===== src/ext_irq_consts.svh =====
// address map, field layout and timing constants of the external request block
`ifndef EXT_IRQ_CONSTS_SVH
`define EXT_IRQ_CONSTS_SVH
// ==================================
// register addresses
`define TRIG_LOW_ADDR   32'h56000088
`define TRIG_MID_ADDR   32'h5600008c
`define TRIG_HIGH_ADDR  32'h56000090
`define FILT_BASE_ADDR  32'h56000094
`define FILT_LAST_ADDR  32'h560000a0
`define IRQ_STAT_ADDR   32'h560000a4
`define IRQ_MASK_ADDR   32'h560000a8
// ==================================
// reset values and valid bits
`define CFG_RESET       32'h00000000
`define LOW_VALID_MASK  32'h77777777
// ==================================
// field layout
`define INPUTS_PER_REG  8
`define FIELD_STEP      4
`define METHOD_W        3
`define NOISE_FILTER_ENABLE_BIT       3
`define FILT_PER_REG    4
`define FILT_LANE       8
`define FILT_WIDTH_W    7
`define FILT_CLKSEL_BIT 7
`define UNFILTERED_CNT  8
// ==================================
// method codes
`define CODE_LOW        3'h0
`define CODE_HIGH       3'h1
`define CODE_FALL       2'h1
`define CODE_RISE       2'h2
`define CODE_BOTH       2'h3
// ==================================
// timing
`define CLK_PERIOD_NS   25
`define LVL_FILTER_NS   40
`define LVL_FILTER_CYC  ((`LVL_FILTER_NS + `CLK_PERIOD_NS - 1) / `CLK_PERIOD_NS)
`endif


===== src/ext_irq_pkg.sv =====
// types shared by the external request block
package ext_irq_pkg;
  // ==================================
  // register port request
  typedef struct packed {
    logic [31:0] addr;   // byte address
    logic [31:0] wdata;  // write data
    logic        wr;     // write strobe
    logic        rd;     // read strobe
  } bus_req_type;
endpackage : ext_irq_pkg


===== src/ext_irq_trigger_config.sv =====
// external interrupt request detection with trigger configuration registers
//
// Contract
// RULE_01: twenty-four request inputs, each individually configured
// RULE_02: code 000 low level, 001 high level
// RULE_03: code 01x requests on falling edge
// RULE_04: code 10x requests on rising edge
// RULE_05: code 11x both edges, upper inputs
// RULE_06: low register holds method fields inputs 0-7
// RULE_07: mid register holds method fields inputs 8-15
// RULE_08: filter enable bit above each upper field
// RULE_09: source holds level at least 40ns
// RULE_10: three config registers at consecutive words
// RULE_11: config registers reset to zero
// RULE_12: high register holds inputs 16-23, same layout
// RULE_13: filter clock select per filtered input
// RULE_14: seven-bit filter width per filtered input
// RULE_15: pins pass two synchroniser flip-flops
// RULE_16: unassigned low register bits read zero
//
// Our own choice: strobed register access.
`timescale 1ns/100ps
`include "ext_irq_consts.svh"

module ext_irq_trigger_config #(
  parameter int NUM_INPUTS = 24
) (
  input  wire logic                     clk,
  input  wire logic                     srst,
  input  wire ext_irq_pkg::bus_req_type bus_req,
  output logic [31:0]                   rdata_q,
  input  wire logic [NUM_INPUTS-1:0]    external_request_input,
  input  wire logic                     filter_osc_clk,
  output logic [NUM_INPUTS-1:0]         request_q,
  output logic                          irq_q
);

  // ==================================
  // elaboration check
  // the register layout only serves exactly three banks of eight inputs
  if (NUM_INPUTS != 24) begin : g_bad_count
    $error("ext_irq_trigger_config: NUM_INPUTS must be 24");
  end

  localparam int NREG  = NUM_INPUTS / `INPUTS_PER_REG;   // trigger registers
  localparam int NFILT = (NUM_INPUTS - `UNFILTERED_CNT) / `FILT_PER_REG;
  localparam logic [`FILT_WIDTH_W-1:0] LVL_CYC = `FILT_WIDTH_W'(`LVL_FILTER_CYC);

  // ==================================
  // storage
  logic [31:0]               trig_q [NREG];        // method and filter enables
  logic [31:0]               filt_q [NFILT];       // filter clock and width
  logic [NUM_INPUTS-1:0]     stat_q;               // sticky request status
  logic [NUM_INPUTS-1:0]     mask_q;               // interrupt mask
  logic [NUM_INPUTS-1:0]     sync1_q;              // first synchroniser stage
  logic [NUM_INPUTS-1:0]     sync2_q;              // second synchroniser stage
  logic [2:0]                osc_q;                // oscillator sync plus edge
  logic [NUM_INPUTS-1:0]     level_q;              // filtered pin level
  logic [NUM_INPUTS-1:0]     level_d;
  logic [NUM_INPUTS-1:0]     prev_q;               // filtered level, one cycle old
  logic [`FILT_WIDTH_W-1:0]  cnt_q [NUM_INPUTS];   // stability counters
  logic [`FILT_WIDTH_W-1:0]  cnt_d [NUM_INPUTS];
  logic [NUM_INPUTS-1:0]     request_d;            // raw request per input
  logic                      osc_tick;             // one pulse per oscillator rising edge seen by clk

  // ==================================
  // functions
  // register index of a mapped address, or -1
  function automatic int reg_index(input logic [31:0] a);
    int idx;
    idx = -1;
    if (a == `TRIG_LOW_ADDR) idx = 0;
    else if (a == `TRIG_MID_ADDR) idx = 1;
    else if (a == `TRIG_HIGH_ADDR) idx = 2;
    else if (a >= `FILT_BASE_ADDR && a <= `FILT_LAST_ADDR && a[1:0] == 2'h0)
      idx = 3 + int'((a - `FILT_BASE_ADDR) >> 2);
    else if (a == `IRQ_STAT_ADDR) idx = 7;
    else if (a == `IRQ_MASK_ADDR) idx = 8;
    return idx;
  endfunction : reg_index

  // request from method code and filtered level
  function automatic logic detect(input logic [2:0] code, input logic lvl,
                                  input logic old, input logic both_ok);
    logic r;
    r = 1'b0;
    if (code == `CODE_LOW) r = ~lvl;                              // RULE_02
    else if (code == `CODE_HIGH) r = lvl;                         // RULE_02
    else begin
      case (code[2:1])
        `CODE_FALL: r = old & ~lvl;                               // RULE_03
        `CODE_RISE: r = ~old & lvl;                               // RULE_04
        `CODE_BOTH: r = both_ok & (old ^ lvl);                    // RULE_05
        default:    r = 1'b0;
      endcase
    end
    return r;
  endfunction : detect

  // ==================================
  // pin synchronisers
  // only sync2 is read by logic; sync1 may go metastable
  always_ff @(posedge clk) begin
    if (srst) begin
      sync1_q <= '0;
      sync2_q <= '0;
    end else begin
      sync1_q <= external_request_input;                          // RULE_15
      sync2_q <= sync1_q;                                         // RULE_15
    end
  end

  // oscillator clock used as a sampled tick, not a second domain
  always_ff @(posedge clk) begin
    if (srst) begin
      osc_q <= '0;
    end else begin
      osc_q <= {osc_q[1:0], filter_osc_clk};
    end
  end

  assign osc_tick = osc_q[1] & ~osc_q[2];

  // ==================================
  // noise filters
  // a change is taken only after the pin stays changed for width ticks;
  // lower inputs always use a fixed filter of one level-hold time
  always_comb begin
    int k;
    int l;
    logic [`FILT_WIDTH_W-1:0] wid;
    logic tick;
    k = 0;
    l = 0;
    wid = '0;
    tick = 1'b1;
    level_d = level_q;
    for (int i = 0; i < NUM_INPUTS; i++) begin
      cnt_d[i] = cnt_q[i];
      if (i < `UNFILTERED_CNT) begin
        wid = LVL_CYC;                                            // RULE_09
        tick = 1'b1;
      end else begin
        k = (i - `UNFILTERED_CNT) / `FILT_PER_REG;
        l = ((i - `UNFILTERED_CNT) % `FILT_PER_REG) * `FILT_LANE;
        // disabled filter means a zero width
        if (trig_q[i / `INPUTS_PER_REG][(i % `INPUTS_PER_REG) * `FIELD_STEP + `NOISE_FILTER_ENABLE_BIT]) // RULE_08
          wid = filt_q[k][l +: `FILT_WIDTH_W];                    // RULE_14
        else
          wid = '0;
        tick = filt_q[k][l + `FILT_CLKSEL_BIT] ? osc_tick : 1'b1; // RULE_13
      end
      if (sync2_q[i] == level_q[i]) begin
        cnt_d[i] = '0;
      end else if (wid == '0) begin
        level_d[i] = sync2_q[i];
      end else if (tick) begin
        if (cnt_q[i] + `FILT_WIDTH_W'(1) >= wid) begin
          level_d[i] = sync2_q[i];
          cnt_d[i] = '0;
        end else begin
          cnt_d[i] = cnt_q[i] + `FILT_WIDTH_W'(1);
        end
      end
    end
  end

  // filter state
  always_ff @(posedge clk) begin
    if (srst) begin
      level_q <= '0;
      prev_q  <= '0;
      for (int i = 0; i < NUM_INPUTS; i++) cnt_q[i] <= '0;
    end else begin
      level_q <= level_d;
      prev_q  <= level_q;
      for (int i = 0; i < NUM_INPUTS; i++) cnt_q[i] <= cnt_d[i];
    end
  end

  // ==================================
  // trigger detection
  always_comb begin
    for (int i = 0; i < NUM_INPUTS; i++) begin
      request_d[i] = detect(
        trig_q[i / `INPUTS_PER_REG][(i % `INPUTS_PER_REG) * `FIELD_STEP +: `METHOD_W], // RULE_01
        level_q[i], prev_q[i], i >= `UNFILTERED_CNT);             // RULE_05
    end
  end

  // request toward the interrupt controller; pulses for edges
  always_ff @(posedge clk) begin
    if (srst) begin
      request_q <= '0;
    end else begin
      request_q <= request_d;
    end
  end

  // ==================================
  // configuration registers
  // unassigned low register bits are never stored
  always_ff @(posedge clk) begin
    if (srst) begin
      for (int r = 0; r < NREG; r++) trig_q[r] <= `CFG_RESET;    // RULE_11
      for (int r = 0; r < NFILT; r++) filt_q[r] <= `CFG_RESET;   // RULE_11
      mask_q <= '0;
    end else if (bus_req.wr) begin
      case (reg_index(bus_req.addr))
        0: trig_q[0] <= bus_req.wdata & `LOW_VALID_MASK;          // RULE_06 RULE_16
        1: trig_q[1] <= bus_req.wdata;                            // RULE_07
        2: trig_q[2] <= bus_req.wdata;                            // RULE_12
        3: filt_q[0] <= bus_req.wdata;
        4: filt_q[1] <= bus_req.wdata;
        5: filt_q[2] <= bus_req.wdata;
        6: filt_q[3] <= bus_req.wdata;
        8: mask_q <= bus_req.wdata[NUM_INPUTS-1:0];
        default: ;                                                // unmapped, and status (cleared below): ignored here
      endcase
    end
  end

  // ==================================
  // sticky status, write one to clear
  // a new request in the clearing cycle survives: set wins
  always_ff @(posedge clk) begin
    if (srst) begin
      stat_q <= '0;
    end else if (bus_req.wr && reg_index(bus_req.addr) == 7) begin
      stat_q <= (stat_q & ~bus_req.wdata[NUM_INPUTS-1:0]) | request_q;
    end else begin
      stat_q <= stat_q | request_q;
    end
  end

  // level interrupt while any unmasked status bit is set
  always_ff @(posedge clk) begin
    if (srst) begin
      irq_q <= 1'b0;
    end else begin
      irq_q <= |(stat_q & mask_q);
    end
  end

  // ==================================
  // read port
  // data stand only in the cycle after the strobe; unmapped reads zero
  always_ff @(posedge clk) begin
    if (srst) begin
      rdata_q <= '0;
    end else if (bus_req.rd) begin
      case (reg_index(bus_req.addr))
        0: rdata_q <= trig_q[0];                                  // RULE_10 RULE_16
        1: rdata_q <= trig_q[1];                                  // RULE_10
        2: rdata_q <= trig_q[2];                                  // RULE_10
        3: rdata_q <= filt_q[0];
        4: rdata_q <= filt_q[1];
        5: rdata_q <= filt_q[2];
        6: rdata_q <= filt_q[3];
        7: rdata_q <= 32'(stat_q);
        8: rdata_q <= 32'(mask_q);
        default: rdata_q <= '0;
      endcase
    end else begin
      rdata_q <= '0;
    end
  end

endmodule : ext_irq_trigger_config


===== config.mk =====
export PLATFORM = sky130hd
export DESIGN_NAME = ext_irq_trigger_config
export DESIGN_NICKNAME = d
export VERILOG_FILES = /design/src/ext_irq_pkg.sv /design/src/ext_irq_trigger_config.sv
export VERILOG_INCLUDE_DIRS = /design/src
export SDC_FILE = /design/constraint.sdc
export NUM_CORES = 1
export LEC_CHECK = 0
export ABC_AREA = 1
export BUFFER_PORTS_ARGS = -buffer_cell sky130_fd_sc_hd__buf_2
export CAP_MARGIN = 20
export CORE_MARGIN = 1
export CORE_UTILIZATION = 45
export DETAILED_ROUTE_END_ITERATION = 8
export GPL_TIMING_DRIVEN = 0
export SYNTH_ARGS = -nofsm -noshare
export SYNTH_HDL_FRONTEND = slang
export SYNTH_SLANG_ARGS = --single-unit

===== constraint.sdc =====
create_clock -name clk -period 10.1 [get_ports clk]
set_input_delay 2.02 -clock clk [delete_from_list [all_inputs] [get_ports clk]]
set_output_delay 2.02 -clock clk [all_outputs]
set_load 0.005 [all_outputs]

After elaboration in Yosys (flattened, before gate mapping)
Memory sizes are Yosys's and may differ from the RTL's.
Cells that the tools add are included.
{"block": "op_classes", "n_mux": 307, "n_bitwise": 175, "addsub": 26, "n_eq_ne": 133, "n_reduce_logical": 105, "order_cmp": 26}
{"op": "$mux 7", "n": 120}
{"op": "$mux 32", "n": 18}
{"op": "$pmux 32 s9", "n": 1}
{"op": "$eq 32x3->1 const B", "n": 7}
{"op": "$add 7x1->7 const B", "n": 24}
{"op": "$eq 32x31->1 const B", "n": 5}
{"op": "$mux 1", "n": 143}
{"op": "$eq 32x2->1 const B", "n": 4}
{"op": "$ge 7x7->1", "n": 16}
{"op": "$logic_not 7->1", "n": 16}
{"op": "$eq 32x4->1 const B", "n": 3}
{"op": "$eq 2x2->1 const B", "n": 40}
{"op": "$not 1->1", "n": 74}
{"op": "$eq 3x1->1 const B", "n": 24}
{"op": "$logic_not 3->1", "n": 24}
{"op": "$eq 32x1->1 const B", "n": 2}
{"op": "$logic_not 32->1", "n": 2}
{"op": "$reduce_bool 2->1", "n": 32}
{"op": "$ge 7x2->1 const B", "n": 8}
{"op": "$and 1x1->1", "n": 49}
{"op": "$and 24x24->24", "n": 2}
{"op": "$eq 2x1->1 const B", "n": 24}
{"op": "$or 24x24->24", "n": 2}
{"op": "$pmux 1 s3", "n": 16}
{"op": "16 further kinds", "n": 116}
{"block": "word_totals", "in_bits": 93, "out_inout_bits": 57, "ff_bits": 204, "n_memories": 3, "mem_bits_rw": 392, "word_cells": 808}
{"name": "cnt_q", "depth": 24, "width": 7, "rd": 24, "rd_ports_with_merged_regs": 0, "wr": 24, "line": "ext_irq_trigger_config.sv:61", "source": "logic [`FILT_WIDTH_W-1:0] cnt_q [NUM_INPUTS];"}
{"name": "filt_q", "depth": 4, "width": 32, "rd": 4, "rd_ports_with_merged_regs": 0, "wr": 4, "line": "ext_irq_trigger_config.sv:52", "source": "logic [31:0] filt_q [NFILT];"}
{"name": "trig_q", "depth": 3, "width": 32, "rd": 3, "rd_ports_with_merged_regs": 0, "wr": 3, "line": "ext_irq_trigger_config.sv:51", "source": "logic [31:0] trig_q [NREG];"}

Logic depth before layout (Yosys ltp)
{"block": "logic_depth", "word_depth": 15, "depth_mapped": 24, "ltp_nobuf": 22}

Worst setup path after synthesis
No wires, ideal clock.
{"block": "synth_path", "path_type": "input to register", "start": "input bus_req[37] in the netlist's numbering", "end": "memory filt_q[0][0], enable pin", "t_required_ns": 9.634, "t_arrival_ns": 5.985, "path_stages": 19, "slack_ns": 3.649, "path_cell_list": "inv_1 -> ha_1 -> inv_2 -> nand2_1 -> nand2_1 -> nand2_1 -> nand2_1 -> nand2_1 -> nand3_2 -> nand3_4 -> inv_2 -> nand2_1 -> nand2_1 -> nand2_4 -> nand2_2 -> inv_2 -> nand2_1 -> buf_2 -> o21ai_0"}
{"item": "from (decl)", "line": "ext_irq_trigger_config.sv:30", "source": "input wire ext_irq_pkg::bus_req_type bus_req,"}
{"item": "to (decl)", "line": "ext_irq_trigger_config.sv:52"}

==> results.md <==
* Setup tns final at 0 ns
* IO Port Bufs at 148
* Post-DP HPWL at 71690 um
* Clk sinks at 588
* Top FF cell, synth: dfxtp_1
* Maxcap violations at 0
* Pleak at 15.18 nW
* Final #Nets at 4056
* Post-synth EDFFs at 216
* Post-synthesis register bit count at 588
* Critical-path top delay cell: o21ai_4
* TritonCTS buffer count at 67
* Area contributors post-synth: dfxtp_1 25%, edfxtp_1 22%, ha_1 8.4%, nor2_1 7.2%, nand2_1 6.2%
* Post-synthesis sequential area ratio at 47.22%
* Post-CTS sizing at 0
* Req. time, crit path at 10.40 ns
* Power per standard cell area at 162.2 nW/um^2
* Starting DRT DRC Count at 2610
* DIE AREA at 66590 um^2
* CTS clk-pin slew, worst paths at 0.06 ns
* # H-tree levels at 3
* Final setup skew at 0.03449 ns
* Post-Synth Simple-Gate Area at 21.64%
* RD Place Congestion at 0.9846
* RSZ-0062 raised after global routing: false
* Hold crit path type: reg2reg
* Top-area cell type share of the netlist area at 25.24%
* Ports at 150
* Maximum buffer depth of the clock tree at 3
* Fin cells at 4675
* Diode count at 0
* CP bufs+invs at 5
* Mean Syn Cell Area at 8.447 um^2
* Critical path launch point type: primary input
* Ratio of cells with drive above 1 in the final layout at 10.50%
* Remaining Overflow, GRT at 0
* Synth-to-Final Area Change at 14.97%
* Reg2reg path depth at 8
* Final wirelength at 93170 um
* Max Fclk at 200.4 MHz
* Mux cell area share after synthesis at 0%
* Synth Instances at 3493
* Clk_lat worst skew at 0.62 ns
* Cell mode on critical path: nand2_1
* CP peak stage delay at 0.52 ns
* GRT Overall Usage at 27.92%
* Hold bufs inserted after CTS at 0
* Hold path cells at 2
* Synthesized area at 29500 um^2
* Largest net degree at the start of global routing at 25
* Worst slew margin at 25.84%
* First drt pass iteration count at 5
* # setup viols final at 0
* Post-CTS Repair Setup Buffers at 0
* CTS tree: yes
* Worst Path Max Fanout at 21
* Count leader, synth: nor2_1
* Crit end category: flop
* Vias at 25179
* Vias/cell at 5.386
* Core Region at 64580 um^2
* CP Depth at 19
* Worst hold slack at 0.3955 ns
* Die extent in x at 258.1 um
* Hold Fails Final Rpt at 0
* Vias in the first global route at 23198
* Peak supply drop at 0.0001352 V
* Final period utilization at 49.41%
* Synth Area in Compound Gates at 11.48%
* Synth unique cells at 54
* Asr flop ratio synth at 0%
* Yosys warnings at 0
* ANT nets after route at 0
* Critical path class: in2reg
* Largest area contributor in the netlist: dfxtp_1
* Status: complete, no violations
* Crit path cell chain: buf_2 -> inv_1 -> ha_1 -> inv_2 -> nand2_1 -> nand2_1 -> nand2_1 -> nand2_1 -> nand2_1 -> nand3_2 -> nand3_4 -> o21ai_2 -> nand2_1 -> nand3_2 -> nor2_4 -> nand2_1 -> buf_2 -> o21ai_4 -> buf_12
* XOR/XNOR Fraction of Synth Area at 3.592%
* DRC viols at 0
* Top post-synthesis cells by count: 569 x nor2_1, 491 x nand2_1, 448 x inv_1, 372 x dfxtp_1, 244 x nand3_1
* Final Critical Period at 4.990 ns
* Placed cells at 4552
* Num rows at 93
* Adder-Cell Fraction of Synth Area at 8.354%
* Cell family with most CP delay: simple AND/OR/NAND/NOR gates
* Root buf cell: clkbuf_16
* Largest family of logic cells by synthesized area: simple AND/OR/NAND/NOR gates
* Height of the chip at 258.1 um
* Antenna violations before repair at 1
* WL per Instance at 19.93 um
* Worst-Margin Slew at 1.112 ns
* Max Slew Vio Count at 0
* Global-route wire length before repair at 139900 um
* Data arrival, critical path at 5.29 ns
* Initial core utilization at 45.69%
## metrics by stage
step	power, mW	setup WS, ns	utilization, %	cell area, um^2
final	5.503	5.110	52.53	33920
after global routing	5.679	4.818	52.53	33920
after CTS	5.524	5.161	52.53	33920
after detailed placement	3.123	4.519	49.17	31760
after global placement	3.112	0.4999	48.76	31490
after floorplan	2.915	3.649	-	29680
## power by group
part	total, mW	leakage, nW	internal (mW)	switching [mW]
sequential	2.65	5.09	2.55	0.0969
clock	2.42	1.06	1.42	1.00
combinational	0.438	9.03	0.133	0.304
## worst paths after layout
kind / startpoint / endpoint / slack, ns
worst max-delay path: bus_req[36] / trig_q[0][35] / 5.11
worst min-delay path: sync1_q[13] / sync2_q[13] / 0.40
worst max register to register: osc_q[1] / level_q[13] / 6.66
worst min register to register: sync1_q[13] / sync2_q[13] / 0.40
## tightest hold or removal path, delay by kind of cell (launching register included)
family,cells,cell delay [ns]
simple gates,1,0.03
flops,1,0.29
buf+inv,1,0.04
## layout make-up
type	instances	area, um^2
Fill cell	6154	30660
Multi-Input combinational cell	2383	13560
Buffer	105	529.3
Clock inverter	25	262.8
Tap cell	855	1070
Clock buffer	98	1904
Timing Repair Buffer	157	925.9
Inverter	464	1742
Sequential cell	588	13930
## cells in the final DEF, fill, tap and decap left out, types with 78 or more instances in the layout
master | synthesis | routed
nand3_1 | 244 | 244
buf_2 | 36 | 184
nand2_1 | 491 | 491
dfxtp_1 | 372 | 372
nor2_1 | 569 | 569
xor2_1 | 78 | 78
o21ai_0 | 116 | 109
a21oi_1 | 180 | 180
edfxtp_1 | 216 | 216
ha_1 | 197 | 197
inv_1 | 448 | 448
## flip-flops by register name (all words and copies together), names as in the netlist
register   cells
sync2_q       24
rdata_q       32
request_q     24
osc_q          3
mask_q        24
trig_q        88
prev_q        24
sync1_q       24
stat_q        24
irq_q          1
level_q       24
filt_q       128
cnt_q        168
## layer usage
metal	up-vias	global-route usage (%)	routed length [um]
met5	-	0	0
met4	0	11.26	3577
met2	1149	42.00	39430
li1	12148	-	-
met3	179	5.212	9446
met1	11703	39.40	40720
## logic make-up (layout without fill, tap and decap cells)
family,after synthesis,count (layout)
AO/OA/AOI/OAI,543,543
flip-flops,588,588
XOR/XNOR,121,121
other,1,48
buffers and inverters,569,849
adder cells (fa/ha/maj),197,197
AND/OR/NAND/NOR,1474,1474
No activity file was read; power rests on OpenSTA's default activity.
